$ cat src/verilog/csf_pkg.sv
// package: register map, field positions, reset values and operation codes of the status block
package csf_pkg;
  localparam logic [7:0] ADDR_W = 8'h0C;
  localparam logic [7:0] OFF_BANK = 8'h00;
  localparam logic [7:0] OFF_FLAGS = 8'h04;
  localparam logic [7:0] OFF_PCLOW = 8'h08;
  localparam logic [7:0] OFF_TBL_LOW = 8'h0C;
  localparam logic [7:0] OFF_TBL_HIGH = 8'h10;
  localparam logic [7:0] OFF_TBL_HBYTE = 8'h14;
  localparam logic [7:0] OFF_ACC = 8'h18;
  localparam logic [7:0] OFF_OP = 8'h1C;
  localparam logic [7:0] OFF_SYS = 8'h20;
  localparam logic [7:0] OFF_DADDR = 8'h24;
  localparam logic [7:0] OFF_PTR0 = 8'h28;
  localparam logic [7:0] OFF_WPTR_LOW = 8'h2C;
  localparam logic [7:0] OFF_WPTR_SEC = 8'h30;
  localparam logic [7:0] OFF_IND0 = 8'h34;
  localparam logic [7:0] OFF_IND1 = 8'h38;
  localparam logic [7:0] OFF_XFER = 8'h3C;
  localparam int BIT_C = 0;
  localparam int BIT_AC = 1;
  localparam int BIT_Z = 2;
  localparam int BIT_OV = 3;
  localparam int BIT_PDF = 4;
  localparam int BIT_TO = 5;
  localparam int BIT_CZ = 6;
  localparam int BIT_SC = 7;
  localparam logic [7:0] BANK_RST = 8'h00;
  localparam logic [7:0] FLAGS_RST = 8'h00;
  localparam logic [3:0] FLAGS_SW_MASK = 4'hF;
  localparam int PCLOW_DUMMY_CYC = 1;
  localparam int SYS_WDT_TIMEOUT = 0;
  localparam int SYS_WATCHDOG_CLEAR_INSTRUCTION = 1;
  localparam int SYS_HALT = 2;
  localparam int SYS_TBL_READ = 3;
  localparam int SYS_JUMP = 4;
  typedef enum logic [2:0] {
    CSF_OP_ADD = 3'h0,
    CSF_OP_ADC = 3'h1,
    CSF_OP_SUB = 3'h2,
    CSF_OP_SBC = 3'h3,
    CSF_OP_AND = 3'h4,
    CSF_OP_RLC = 3'h5,
    CSF_OP_RRC = 3'h6,
    CSF_OP_XOR = 3'h7
  } csf_op_t;
endpackage
$ cat src/verilog/csf_alu.sv
// flag-generating 8-bit arithmetic and logic unit
`timescale 1ns/1ps
module csf_alu (
  input wire logic [7:0] a,
  input wire logic [7:0] b,
  input wire logic [2:0] op,
  input wire logic carry_in,
  output logic [7:0] result,
  output logic c_out,
  output logic ac_out,
  output logic ov_out,
  output logic arith
);
  logic [8:0] full;
  logic [4:0] nib;
  logic [7:0] low7;
  logic [7:0] bx;
  logic cin;
  logic sub;
  always_comb begin
    sub = (op == csf_pkg::CSF_OP_SUB) || (op == csf_pkg::CSF_OP_SBC);
    bx = sub ? ~b : b;
    // borrow-style subtract: no borrow means carry set
    cin = (op == csf_pkg::CSF_OP_SUB) ? 1'b1 :
          ((op == csf_pkg::CSF_OP_ADC) || (op == csf_pkg::CSF_OP_SBC)) ? carry_in : 1'b0;
    full = {1'b0, a} + {1'b0, bx} + {8'h00, cin};
    nib = {1'b0, a[3:0]} + {1'b0, bx[3:0]} + {4'h0, cin};
    low7 = {1'b0, a[6:0]} + {1'b0, bx[6:0]} + {7'h00, cin};
    arith = (op <= csf_pkg::CSF_OP_SBC);
    result = full[7:0];
    c_out = full[8];
    ac_out = nib[4];
    ov_out = low7[7] ^ full[8];
    unique case (op)
      csf_pkg::CSF_OP_AND: begin
        result = a & b;
      end
      csf_pkg::CSF_OP_XOR: begin
        result = a ^ b;
      end
      csf_pkg::CSF_OP_RLC: begin
        result = {a[6:0], carry_in};
        c_out = a[7];
      end
      csf_pkg::CSF_OP_RRC: begin
        result = {carry_in, a[7:1]};
        c_out = a[0];
      end
      default: begin
      end
    endcase
  end
endmodule

$ cat src/verilog/csf_core.sv
// status flags, bank pointer, pc low byte, table read and accumulator path behind apb
//
// Decided for this implementation: the APB interface to the registers and the address map.
`timescale 1ns/1ps
// Functional notes
// [RULE_01] bank pointer is two bits on large variant, one bit on small variant
// [RULE_02] jump or call takes target bank from the bank pointer
// [RULE_03] unused bank pointer bits read zero; used bits reset to zero
// [RULE_04] pc low byte write jumps within page and inserts one dummy cycle
// [RULE_05] table read puts high byte in table-high register, low byte chosen by user; here the low byte always goes to the accumulator
// [RULE_06] register-to-register moves always go through the accumulator
// [RULE_07] status writes never touch the watchdog and sleep flags; upper four read-only
// [RULE_08] watchdog flag bit 5 clears on reset, clear or halt; sets on timeout
// [RULE_09] sleep flag bit 4 clears on reset or clear; set by halt
// [RULE_10] bit 0 carry on add, no-borrow on subtract, also rotate-through-carry
// [RULE_11] bit 1 half carry out of low nibble, or no nibble borrow
// [RULE_12] bit 2 set when result is zero
// [RULE_13] bit 3 set when carry into msb differs from carry out
// [RULE_14] bit 7 equals signed-wrap xor result msb
// [RULE_15] plain subtract copies zero into chained-zero bit 6
// [RULE_16] borrow subtract ands chained-zero with current zero
// [RULE_17] other operations leave chained-zero alone
// [RULE_18] status is never pushed on calls or interrupts
// [RULE_19] extended direct address upper part selects the sector
// [RULE_20] first indirect port reaches sector 0 only; wide one any sector
// [RULE_21] indirect port reads zero at its own address; writes store nothing
// [RULE_22] arithmetic flags have no defined power-on value for software
module csf_core #(
  parameter int BANK_BITS = 2,
  parameter int SECT_BITS = 2
) (
  input wire logic CLK_SYS,
  input wire logic RST_N,
  input wire logic PSEL,
  input wire logic PENABLE,
  input wire logic PWRITE,
  input wire logic [7:0] PADDR,
  input wire logic [31:0] PWDATA,
  output logic [31:0] PRDATA,
  output logic PREADY,
  output logic PSLVERR,
  input wire logic [15:0] TABLE_WORD,
  output logic [15:0] TABLE_ADDR,
  output logic [BANK_BITS-1:0] BRANCH_BANK,
  output logic [7:0] PC_LOW,
  output logic PC_LOAD,
  output logic PIPE_STALL,
  output logic [SECT_BITS+7:0] DATA_ADDR,
  output logic IND_ACTIVE
);
  typedef struct packed {
    logic [BANK_BITS-1:0] bank;
    logic [7:0] flags;
    logic [7:0] pc_low;
    logic pc_load;
    logic [1:0] stall;
    logic [7:0] tbl_low;
    logic [7:0] tbl_high;
    logic [7:0] tbl_hbyte;
    logic [7:0] acc;
    logic [7:0] dlow;
    logic [SECT_BITS-1:0] dsec;
    logic [7:0] ptr0;
    logic [7:0] wlow;
    logic [SECT_BITS-1:0] wsec;
    logic [SECT_BITS+7:0] daddr;
    logic ind;
    logic [BANK_BITS-1:0] br_bank;
    logic [31:0] rdata;
  } csf_state_t;

  csf_state_t st_r;
  csf_state_t st_nxt;
  logic [7:0] alu_res;
  logic alu_c;
  logic alu_ac;
  logic alu_ov;
  logic alu_arith;
  logic wr_acc;
  logic rd_acc;
  logic [7:0] wbyte;
  logic [2:0] op_sel;

  ////////////////////////////////////////////////////////////////////////////
  function automatic logic hit(input logic [7:0] addr, input logic [7:0] off);
    hit = (addr == off);
  endfunction

  assign wr_acc = PSEL && PENABLE && PWRITE;
  assign rd_acc = PSEL && PENABLE && !PWRITE;
  assign wbyte = PWDATA[7:0];
  assign op_sel = PWDATA[10:8];

  csf_alu i_csf_alu (
    .a(st_r.acc),
    .b(wbyte),
    .op(op_sel),
    .carry_in(st_r.flags[csf_pkg::BIT_C]),
    .result(alu_res),
    .c_out(alu_c),
    .ac_out(alu_ac),
    .ov_out(alu_ov),
    .arith(alu_arith)
  );

  ////////////////////////////////////////////////////////////////////////////
  always_comb begin
    st_nxt = st_r;
    st_nxt.pc_load = 1'b0;
    // dummy count only runs once the load cycle is over, so the stall spans both
    if (st_r.stall != 2'h0 && !st_r.pc_load) begin
      st_nxt.stall = st_r.stall - 2'h1; // RULE_04
    end
    // the pc load pulse is one cycle; the pipe stall covers the refetch
    if (wr_acc && hit(PADDR, csf_pkg::OFF_BANK)) begin
      st_nxt.bank = wbyte[BANK_BITS-1:0]; // RULE_01
    end
    if (wr_acc && hit(PADDR, csf_pkg::OFF_FLAGS)) begin
      st_nxt.flags[3:0] = wbyte[3:0] & csf_pkg::FLAGS_SW_MASK; // RULE_07
    end
    if (wr_acc && hit(PADDR, csf_pkg::OFF_PCLOW)) begin
      st_nxt.pc_low = wbyte; // RULE_04
      st_nxt.pc_load = 1'b1;
      st_nxt.stall = 2'(csf_pkg::PCLOW_DUMMY_CYC); // RULE_04
    end
    if (wr_acc && hit(PADDR, csf_pkg::OFF_TBL_LOW)) begin
      st_nxt.tbl_low = wbyte;
    end
    if (wr_acc && hit(PADDR, csf_pkg::OFF_TBL_HIGH)) begin
      st_nxt.tbl_high = wbyte;
    end
    // accumulator is the only landing place for moves and results
    if (wr_acc && hit(PADDR, csf_pkg::OFF_ACC)) begin
      st_nxt.acc = wbyte; // RULE_06
    end
    // pointer writes take the accumulator, never bus data
    if (wr_acc && hit(PADDR, csf_pkg::OFF_PTR0)) begin
      st_nxt.ptr0 = st_r.acc; // RULE_06
    end
    if (wr_acc && hit(PADDR, csf_pkg::OFF_WPTR_LOW)) begin
      st_nxt.wlow = st_r.acc; // RULE_06
    end
    if (wr_acc && hit(PADDR, csf_pkg::OFF_WPTR_SEC)) begin
      st_nxt.wsec = st_r.acc[SECT_BITS-1:0]; // RULE_06
    end
    if (wr_acc && hit(PADDR, csf_pkg::OFF_DADDR)) begin
      st_nxt.daddr = {wbyte[SECT_BITS+7-8:0] & {SECT_BITS{1'b1}}, st_r.acc}; // RULE_19
    end
    if (wr_acc && (hit(PADDR, csf_pkg::OFF_IND0) || hit(PADDR, csf_pkg::OFF_IND1))) begin
      st_nxt.ind = 1'b1;
      st_nxt.daddr = hit(PADDR, csf_pkg::OFF_IND0) ? {{SECT_BITS{1'b0}}, st_r.ptr0} // RULE_20
                                                   : {st_r.wsec, st_r.wlow}; // RULE_20
    end else if (wr_acc) begin
      st_nxt.ind = 1'b0;
    end
    if (wr_acc && hit(PADDR, csf_pkg::OFF_OP)) begin
      st_nxt.acc = alu_res;
      st_nxt.flags[csf_pkg::BIT_Z] = (alu_res == 8'h00); // RULE_12
      if (alu_arith || op_sel == csf_pkg::CSF_OP_RLC || op_sel == csf_pkg::CSF_OP_RRC) begin
        st_nxt.flags[csf_pkg::BIT_C] = alu_c; // RULE_10
      end
      if (alu_arith) begin
        st_nxt.flags[csf_pkg::BIT_AC] = alu_ac; // RULE_11
        st_nxt.flags[csf_pkg::BIT_OV] = alu_ov; // RULE_13
        st_nxt.flags[csf_pkg::BIT_SC] = alu_ov ^ alu_res[7]; // RULE_14
      end
      if (op_sel == csf_pkg::CSF_OP_SUB) begin
        st_nxt.flags[csf_pkg::BIT_CZ] = (alu_res == 8'h00); // RULE_15
      end else if (op_sel == csf_pkg::CSF_OP_SBC) begin
        st_nxt.flags[csf_pkg::BIT_CZ] = st_r.flags[csf_pkg::BIT_CZ] && (alu_res == 8'h00); // RULE_16
      end
      // RULE_17: any other operation keeps chained-zero as it was
    end
    if (wr_acc && hit(PADDR, csf_pkg::OFF_SYS)) begin
      // halt clears the watchdog flag; a timeout in the same write wins
      if (wbyte[csf_pkg::SYS_WATCHDOG_CLEAR_INSTRUCTION]) begin
        st_nxt.flags[csf_pkg::BIT_PDF] = 1'b0; // RULE_09
        st_nxt.flags[csf_pkg::BIT_TO] = 1'b0; // RULE_08
      end
      if (wbyte[csf_pkg::SYS_HALT]) begin
        st_nxt.flags[csf_pkg::BIT_PDF] = 1'b1; // RULE_09
        st_nxt.flags[csf_pkg::BIT_TO] = 1'b0; // RULE_08
      end
      if (wbyte[csf_pkg::SYS_WDT_TIMEOUT]) begin
        st_nxt.flags[csf_pkg::BIT_TO] = 1'b1; // RULE_08
      end
      if (wbyte[csf_pkg::SYS_TBL_READ]) begin
        st_nxt.tbl_hbyte = TABLE_WORD[15:8]; // RULE_05
        st_nxt.acc = TABLE_WORD[7:0]; // RULE_05
      end
      if (wbyte[csf_pkg::SYS_JUMP]) begin
        st_nxt.br_bank = st_r.bank; // RULE_02
      end
    end
    // status is only a register; nothing here saves it on calls (RULE_18 by omission)
    st_nxt.rdata = 32'h0000_0000;
    if (rd_acc) begin
      unique case (PADDR)
        csf_pkg::OFF_BANK: st_nxt.rdata = 32'(st_r.bank); // RULE_03
        csf_pkg::OFF_FLAGS: st_nxt.rdata = {24'h000000, st_r.flags};
        csf_pkg::OFF_PCLOW: st_nxt.rdata = {24'h000000, st_r.pc_low};
        csf_pkg::OFF_TBL_LOW: st_nxt.rdata = {24'h000000, st_r.tbl_low};
        csf_pkg::OFF_TBL_HIGH: st_nxt.rdata = {24'h000000, st_r.tbl_high};
        csf_pkg::OFF_TBL_HBYTE: st_nxt.rdata = {24'h000000, st_r.tbl_hbyte};
        csf_pkg::OFF_ACC: st_nxt.rdata = {24'h000000, st_r.acc};
        csf_pkg::OFF_PTR0: st_nxt.rdata = {24'h000000, st_r.ptr0};
        csf_pkg::OFF_WPTR_LOW: st_nxt.rdata = {24'h000000, st_r.wlow};
        csf_pkg::OFF_WPTR_SEC: st_nxt.rdata = 32'(st_r.wsec);
        csf_pkg::OFF_DADDR: st_nxt.rdata = 32'(st_r.daddr);
        default: st_nxt.rdata = 32'h0000_0000; // RULE_21
      endcase
    end
  end

  ////////////////////////////////////////////////////////////////////////////
  // flags reset to zero for determinism; software must not rely on it
  always_ff @(posedge CLK_SYS or negedge RST_N) begin
    if (!RST_N) begin
      st_r <= '0;
      st_r.bank <= csf_pkg::BANK_RST[BANK_BITS-1:0]; // RULE_03
      st_r.flags <= csf_pkg::FLAGS_RST; // RULE_22
    end else begin
      st_r <= st_nxt;
    end
  end

  ////////////////////////////////////////////////////////////////////////////
  // one-cycle answer: read data is decoded combinationally in the access phase
  assign PREADY = PSEL && PENABLE;
  assign PSLVERR = 1'b0;
  assign PRDATA = st_nxt.rdata;
  assign TABLE_ADDR = {st_r.tbl_high, st_r.tbl_low}; // RULE_05
  assign BRANCH_BANK = st_r.br_bank; // RULE_02
  assign PC_LOW = st_r.pc_low;
  assign PC_LOAD = st_r.pc_load;
  assign PIPE_STALL = st_r.pc_load || (st_r.stall != 2'h0);
  assign DATA_ADDR = st_r.daddr;
  assign IND_ACTIVE = st_r.ind;

  ////////////////////////////////////////////////////////////////////////////
  property p_rst_bank;
    @(posedge CLK_SYS) $rose(RST_N) |-> st_r.bank == '0;
  endproperty
  a_rst_bank: assert property (p_rst_bank) else $error("bank not zero after reset"); // RULE_03

  property p_flags_ro;
    @(posedge CLK_SYS) disable iff (!RST_N)
      wr_acc && hit(PADDR, csf_pkg::OFF_FLAGS) |=> st_r.flags[7:4] == $past(st_r.flags[7:4]);
  endproperty
  a_flags_ro: assert property (p_flags_ro) else $error("upper flags written"); // RULE_07

  property p_to_set;
    @(posedge CLK_SYS) disable iff (!RST_N)
      wr_acc && hit(PADDR, csf_pkg::OFF_SYS) && wbyte[csf_pkg::SYS_WDT_TIMEOUT]
      |=> st_r.flags[csf_pkg::BIT_TO];
  endproperty
  a_to_set: assert property (p_to_set) else $error("timeout flag not set"); // RULE_08

  property p_halt;
    @(posedge CLK_SYS) disable iff (!RST_N)
      wr_acc && hit(PADDR, csf_pkg::OFF_SYS) && wbyte[csf_pkg::SYS_HALT]
      |=> st_r.flags[csf_pkg::BIT_PDF];
  endproperty
  a_halt: assert property (p_halt) else $error("sleep flag not set by halt"); // RULE_09

  property p_sc;
    @(posedge CLK_SYS) disable iff (!RST_N)
      wr_acc && hit(PADDR, csf_pkg::OFF_OP) && alu_arith
      |=> st_r.flags[csf_pkg::BIT_SC] == (st_r.flags[csf_pkg::BIT_OV] ^ st_r.acc[7]);
  endproperty
  a_sc: assert property (p_sc) else $error("sign check mismatch"); // RULE_14

  property p_zero;
    @(posedge CLK_SYS) disable iff (!RST_N)
      wr_acc && hit(PADDR, csf_pkg::OFF_OP) |=> st_r.flags[csf_pkg::BIT_Z] == (st_r.acc == 8'h00);
  endproperty
  a_zero: assert property (p_zero) else $error("zero flag mismatch"); // RULE_12

  property p_cz_sub;
    @(posedge CLK_SYS) disable iff (!RST_N)
      wr_acc && hit(PADDR, csf_pkg::OFF_OP) && op_sel == csf_pkg::CSF_OP_SUB
      |=> st_r.flags[csf_pkg::BIT_CZ] == st_r.flags[csf_pkg::BIT_Z];
  endproperty
  a_cz_sub: assert property (p_cz_sub) else $error("chained zero not copied"); // RULE_15

  property p_cz_keep;
    @(posedge CLK_SYS) disable iff (!RST_N)
      wr_acc && hit(PADDR, csf_pkg::OFF_OP) && op_sel != csf_pkg::CSF_OP_SUB
      && op_sel != csf_pkg::CSF_OP_SBC |=> $stable(st_r.flags[csf_pkg::BIT_CZ]);
  endproperty
  a_cz_keep: assert property (p_cz_keep) else $error("chained zero changed"); // RULE_17

  property p_pcl;
    @(posedge CLK_SYS) disable iff (!RST_N)
      wr_acc && hit(PADDR, csf_pkg::OFF_PCLOW) |=> PC_LOAD ##1 (PIPE_STALL && !PC_LOAD) ##1 !PIPE_STALL;
  endproperty
  a_pcl: assert property (p_pcl) else $error("pc low dummy cycle wrong"); // RULE_04

  property p_ind0;
    @(posedge CLK_SYS) disable iff (!RST_N)
      wr_acc && hit(PADDR, csf_pkg::OFF_IND0) |=> DATA_ADDR[SECT_BITS+7:8] == '0;
  endproperty
  a_ind0: assert property (p_ind0) else $error("sector 0 port left sector 0"); // RULE_20

  // unsigned wrap of the sum shows the carry without reusing the adder
  property p_add_c;
    @(posedge CLK_SYS) disable iff (!RST_N)
      wr_acc && hit(PADDR, csf_pkg::OFF_OP) && op_sel == csf_pkg::CSF_OP_ADD
      |=> st_r.flags[csf_pkg::BIT_C] == (st_r.acc < $past(st_r.acc));
  endproperty
  a_add_c: assert property (p_add_c) else $error("carry wrong after add"); // RULE_10

  property p_add_ac;
    @(posedge CLK_SYS) disable iff (!RST_N)
      wr_acc && hit(PADDR, csf_pkg::OFF_OP) && op_sel == csf_pkg::CSF_OP_ADD
      |=> st_r.flags[csf_pkg::BIT_AC] == (st_r.acc[3:0] < $past(st_r.acc[3:0]));
  endproperty
  a_add_ac: assert property (p_add_ac) else $error("half carry wrong after add"); // RULE_11

  property p_add_ov;
    @(posedge CLK_SYS) disable iff (!RST_N)
      wr_acc && hit(PADDR, csf_pkg::OFF_OP) && op_sel == csf_pkg::CSF_OP_ADD
      |=> st_r.flags[csf_pkg::BIT_OV] == (($past(st_r.acc[7]) == $past(wbyte[7]))
      && (st_r.acc[7] != $past(st_r.acc[7])));
  endproperty
  a_add_ov: assert property (p_add_ov) else $error("signed wrap wrong after add"); // RULE_13

  property p_cz_sbc;
    @(posedge CLK_SYS) disable iff (!RST_N)
      wr_acc && hit(PADDR, csf_pkg::OFF_OP) && op_sel == csf_pkg::CSF_OP_SBC
      |=> st_r.flags[csf_pkg::BIT_CZ] == ($past(st_r.flags[csf_pkg::BIT_CZ])
      && st_r.flags[csf_pkg::BIT_Z]);
  endproperty
  a_cz_sbc: assert property (p_cz_sbc) else $error("chained zero not anded"); // RULE_16

  property p_flags_rw;
    @(posedge CLK_SYS) disable iff (!RST_N)
      wr_acc && hit(PADDR, csf_pkg::OFF_FLAGS) |=> st_r.flags[3:0] == $past(wbyte[3:0]);
  endproperty
  a_flags_rw: assert property (p_flags_rw) else $error("lower flags not written"); // RULE_07

  property p_jump;
    @(posedge CLK_SYS) disable iff (!RST_N)
      wr_acc && hit(PADDR, csf_pkg::OFF_SYS) && wbyte[csf_pkg::SYS_JUMP]
      |=> BRANCH_BANK == $past(st_r.bank);
  endproperty
  a_jump: assert property (p_jump) else $error("branch bank not taken"); // RULE_02

  property p_tbl;
    @(posedge CLK_SYS) disable iff (!RST_N)
      wr_acc && hit(PADDR, csf_pkg::OFF_SYS) && wbyte[csf_pkg::SYS_TBL_READ]
      |=> st_r.tbl_hbyte == $past(TABLE_WORD[15:8]) && st_r.acc == $past(TABLE_WORD[7:0]);
  endproperty
  a_tbl: assert property (p_tbl) else $error("table read bytes misplaced"); // RULE_05

  property p_ind_rd;
    @(posedge CLK_SYS) disable iff (!RST_N)
      rd_acc && (hit(PADDR, csf_pkg::OFF_IND0) || hit(PADDR, csf_pkg::OFF_IND1))
      |-> PRDATA == 32'h0000_0000;
  endproperty
  a_ind_rd: assert property (p_ind_rd) else $error("indirect port read not zero"); // RULE_21

  c_sbc: cover property (@(posedge CLK_SYS) wr_acc && hit(PADDR, csf_pkg::OFF_OP)
    && op_sel == csf_pkg::CSF_OP_SBC);
  c_tbl: cover property (@(posedge CLK_SYS) wr_acc && hit(PADDR, csf_pkg::OFF_SYS)
    && wbyte[csf_pkg::SYS_TBL_READ]);
  c_jump: cover property (@(posedge CLK_SYS) wr_acc && hit(PADDR, csf_pkg::OFF_SYS)
    && wbyte[csf_pkg::SYS_JUMP] && st_r.bank != '0);
endmodule

$ cat config.mk
export PLATFORM = sky130hd
export DESIGN_NAME = csf_core
export DESIGN_NICKNAME = d
export VERILOG_FILES = /design/src/verilog/csf_pkg.sv /design/src/verilog/csf_alu.sv /design/src/verilog/csf_core.sv
export SDC_FILE = /design/constraint.sdc
export NUM_CORES = 1
export LEC_CHECK = 0
export CORE_AREA = 10 10 107 109
export CTS_CLUSTER_SIZE = 24
export DETAILED_ROUTE_END_ITERATION = 10
export DIE_AREA = 0 0 117 119
export DONT_BUFFER_PORTS = 1
export GPL_TIMING_DRIVEN = 0
export PLACE_DENSITY = 0.82
export SLEW_MARGIN = 20
export SYNTH_ARGS = -nofsm -noshare
export SYNTH_HDL_FRONTEND = slang
export SYNTH_SLANG_ARGS = --single-unit
$ cat constraint.sdc
create_clock -name CLK_SYS -period 3.5 [get_ports CLK_SYS]
set_input_delay 0.175 -clock CLK_SYS [delete_from_list [all_inputs] [get_ports CLK_SYS]]
set_output_delay 0.175 -clock CLK_SYS [all_outputs]
set_load 0.05 [all_outputs]
==> results.json <==
{
  "outcome": "completed",
  "place.gp.congestion": 0.969,
  "setup_tns_ps": 0,
  "worstSetupEndpointType": "register",
  "ys_seq_area_share_pct": 35.1,
  "grtUsageTotal_pct": 26.8,
  "drv_slew": 0,
  "max_stage_delay_ps": 440,
  "clock_latency_ps": 360,
  "fmax_mhz": 319,
  "start_util_pct": 63.2,
  "instances_no_fill": 815,
  "mostFrequentLayoutCells": "nand2_1 (104), dfrtp_1 (84), buf_4 (72)",
  "synth_top_family_by_area": "simple AND/OR/NAND/NOR gates",
  "yosys.area_share.simple_pct": 17.1,
  "drt.antenna.violating_nets": 0,
  "finClkSkew_ps": 8.02,
  "ir_drop_mv": 0.261,
  "regArea_um2": 2100,
  "wl_per_cell_um": 23.3,
  "grt_pass1_wl_um": 29000,
  "cts_root_buf": "clkbuf_8",
  "grt-ovfl-total": 0,
  "drtPass1Iterations": 5,
  "total_power_mw": 2.28,
  "die_y_um": 119,
  "cts.path.max_buffers": 2,
  "drt_iter0_drc": 479,
  "synth-edff-count": 0,
  "cp_slowest_cell": "a2111oi_0",
  "slew_headroom_pct": 25.4,
  "synthTopCellsByArea": "dfrtp_1 (35%), mux2_2 (9.2%), buf_4 (9.0%), nand2_1 (6.5%), ha_1 (3.6%)",
  "ioPinCount": 134,
  "cts.sinks": 84,
  "drcViolationCount": 0,
  "synth_fa_ha_area_share_pct": 4.23,
  "rsz0062_at_grt": "no",
  "vias_per_cell": 6.32,
  "worstPathCellList": "inv_1 > clkbuf_1 > nand2_1 > xnor2_1 > fa_1 > inv_1 > fa_1 > nand2b_1 > o2bb2ai_1 > xnor2_1 > a2111oi_0 > nand3b_1 > a31oi_1",
  "core_area_um2": 9460,
  "hold_viol": 0,
  "crit_fanout": 10,
  "drive_gt1_share_pct": 25.0,
  "cap_viol_max_count": 0,
  "tightestPinTransition_ps": 1110,
  "antenna_found_initial": 0,
  "min_period_over_period_pct": 89.5,
  "synth_top_area_share_pct": 35.1,
  "ys_warn_count": 0,
  "powerDensity_nw_per_um2": 343,
  "synth_area_leader_cell": "dfrtp_1",
  "cts_made_buffers": 9,
  "clk_pin_slew_ps": 90,
  "cp.required_ps": 3780,
  "portBuffers": 0,
  "p_leak_nw": 3.30,
  "start_kind": "primary input",
  "synth_cell_types": 65,
  "synth-async-reset-ratio_pct": 100,
  "area_growth_pct": 11.5,
  "syn_area_per_cell_um2": 9.32,
  "synth-seq-cells": 84,
  "yosys-mux-area-fraction_pct": 14.8,
  "die_x_um": 117,
  "critPathArrivalTime_ps": 3410,
  "grt_max_degree": 85,
  "cts_resized": 0,
  "synthXorXnorAreaFrac_pct": 1.76,
  "syn_area_um2": 5980,
  "setup-violations-final": 0,
  "synthCells": 642,
  "worst_slack_ps": 369,
  "crit_type": "primary input to register",
  "multi_input_area_um2": 3230,
  "htreeDepth": 3,
  "grt_pass1_vias": 5243,
  "die-area_um2": 13900,
  "synthFlopType": "dfrtp_1",
  "place_hpwl_um": 13900,
  "period_minus_slack_ps": 3130,
  "tritoncts": "yes",
  "synth_compound_area_share_pct": 14.6,
  "rows": 36,
  "wl_um": 19000,
  "hp-class": "primary input to register",
  "finalNetCount": 776,
  "final_common_cell": "nand2_1",
  "place_ws_ps": 67.4,
  "post-place-cells": 778,
  "fill_cells": 767,
  "vias": 5154,
  "diodes": 0
}
[cell usage after synthesis, types with 11 or more instances]
cell      instances
nand2_1         104
dfrtp_1          84
buf_4            72
mux2_2           49
nor2_1           33
o21ai_0          31
a21oi_1          25
nand3_1          23
mux2i_1          20
ha_1             17
clkbuf_1         15
inv_1            14
buf_2            11
xnor2_1          11
[stage by stage]
step,instance area [um^2],utilization (%),hold WS (ps)
after floorplan,6060,-,-121
after global placement,6210,65.6,-117
after detailed placement,6210,65.6,-118
after CTS,6670,70.5,61.6
after global routing,6670,70.5,80.5
final,6670,70.5,78.3
[worst paths after layout]
check | startpoint | endpoint | slack (ps) | cells past startpoint
max | PWDATA[10] | st_r[122] | 370 | 13
min | TABLE_WORD[7] | st_r[80] | 80 | 2
max reg2reg | st_r[116] | st_r[122] | 550 | 11
min reg2reg | BRANCH_BANK[0] | BRANCH_BANK[0] | 520 | 1
max in group asynchronous | RST_N | DATA_ADDR[1] | 2780 | 2
min in group asynchronous | RST_N | BRANCH_BANK[1] | 360 | 2
[state kept, by name, summed over array words and instances (netlist names)]
signal       cells
BRANCH_BANK      2
PC_LOAD          1
IND_ACTIVE       1
PC_LOW           8
st_r            46
TABLE_ADDR      16
DATA_ADDR       10
[per-layer routing]
metal | share of wire, % | global-route usage [%] | wire, um | vias to the layer above
li1 | - | - | - | 2318
met1 | 37 | 30.9 | 6970 | 2516
met2 | 50 | 45.4 | 9450 | 262
met3 | 9.3 | 6.38 | 1770 | 58
met4 | 4.1 | 12.8 | 787 | 0
met5 | 0 | 0 | 0 | -
[area by class of cell]
type	count	area share [%]
Clock buffer	10	2.06
Buffer	101	10.1
Sequential cell	84	31.5
Multi-Input combinational cell	463	48.4
Timing Repair Buffer	21	3.42
Clock inverter	6	1.43
Tap cell	114	2.14
Inverter	16	0.901
[critical path, delay by kind of cell]
family | cells | cell delay (ps)
AO/OA/AOI/OAI | 3 | 850
AND/OR/NAND/NOR | 3 | 740
adder cells (fa/ha/maj) | 2 | 630
XOR/XNOR | 2 | 510
buffers and inverters | 3 | 500
[cells by family (layout without fill, tap and decap cells)]
kind of cell | after synthesis | in the layout
DFF | 84 | 84
and+or+nand+nor | 206 | 206
other | 1 | 23
xor gates and xnor gates | 12 | 12
adders and majority gates | 19 | 19
muxes | 75 | 75
AOI/OAI and AO/OA | 128 | 128
buffers and inverters | 117 | 154
[report_power, final]
part | total, mW | switching (mW) | leakage [nW] | internal, mW
sequential | 1.03 | 0.0330 | 1.17 | 0.996
clock | 0.812 | 0.383 | 0.111 | 0.429
combinational | 0.443 | 0.288 | 2.02 | 0.156
total | 2.28 | 0.703 | 3.30 | 1.58
[what timing repair did]
item / CTS / global route
hold buffers: 21 / 0
setup buffers: 0 / 0
endpoints found under the setup margin: 0 / 0
hold endpoints to repair: 111 / 0
Note: power is estimated with default switching activity, not from simulation.
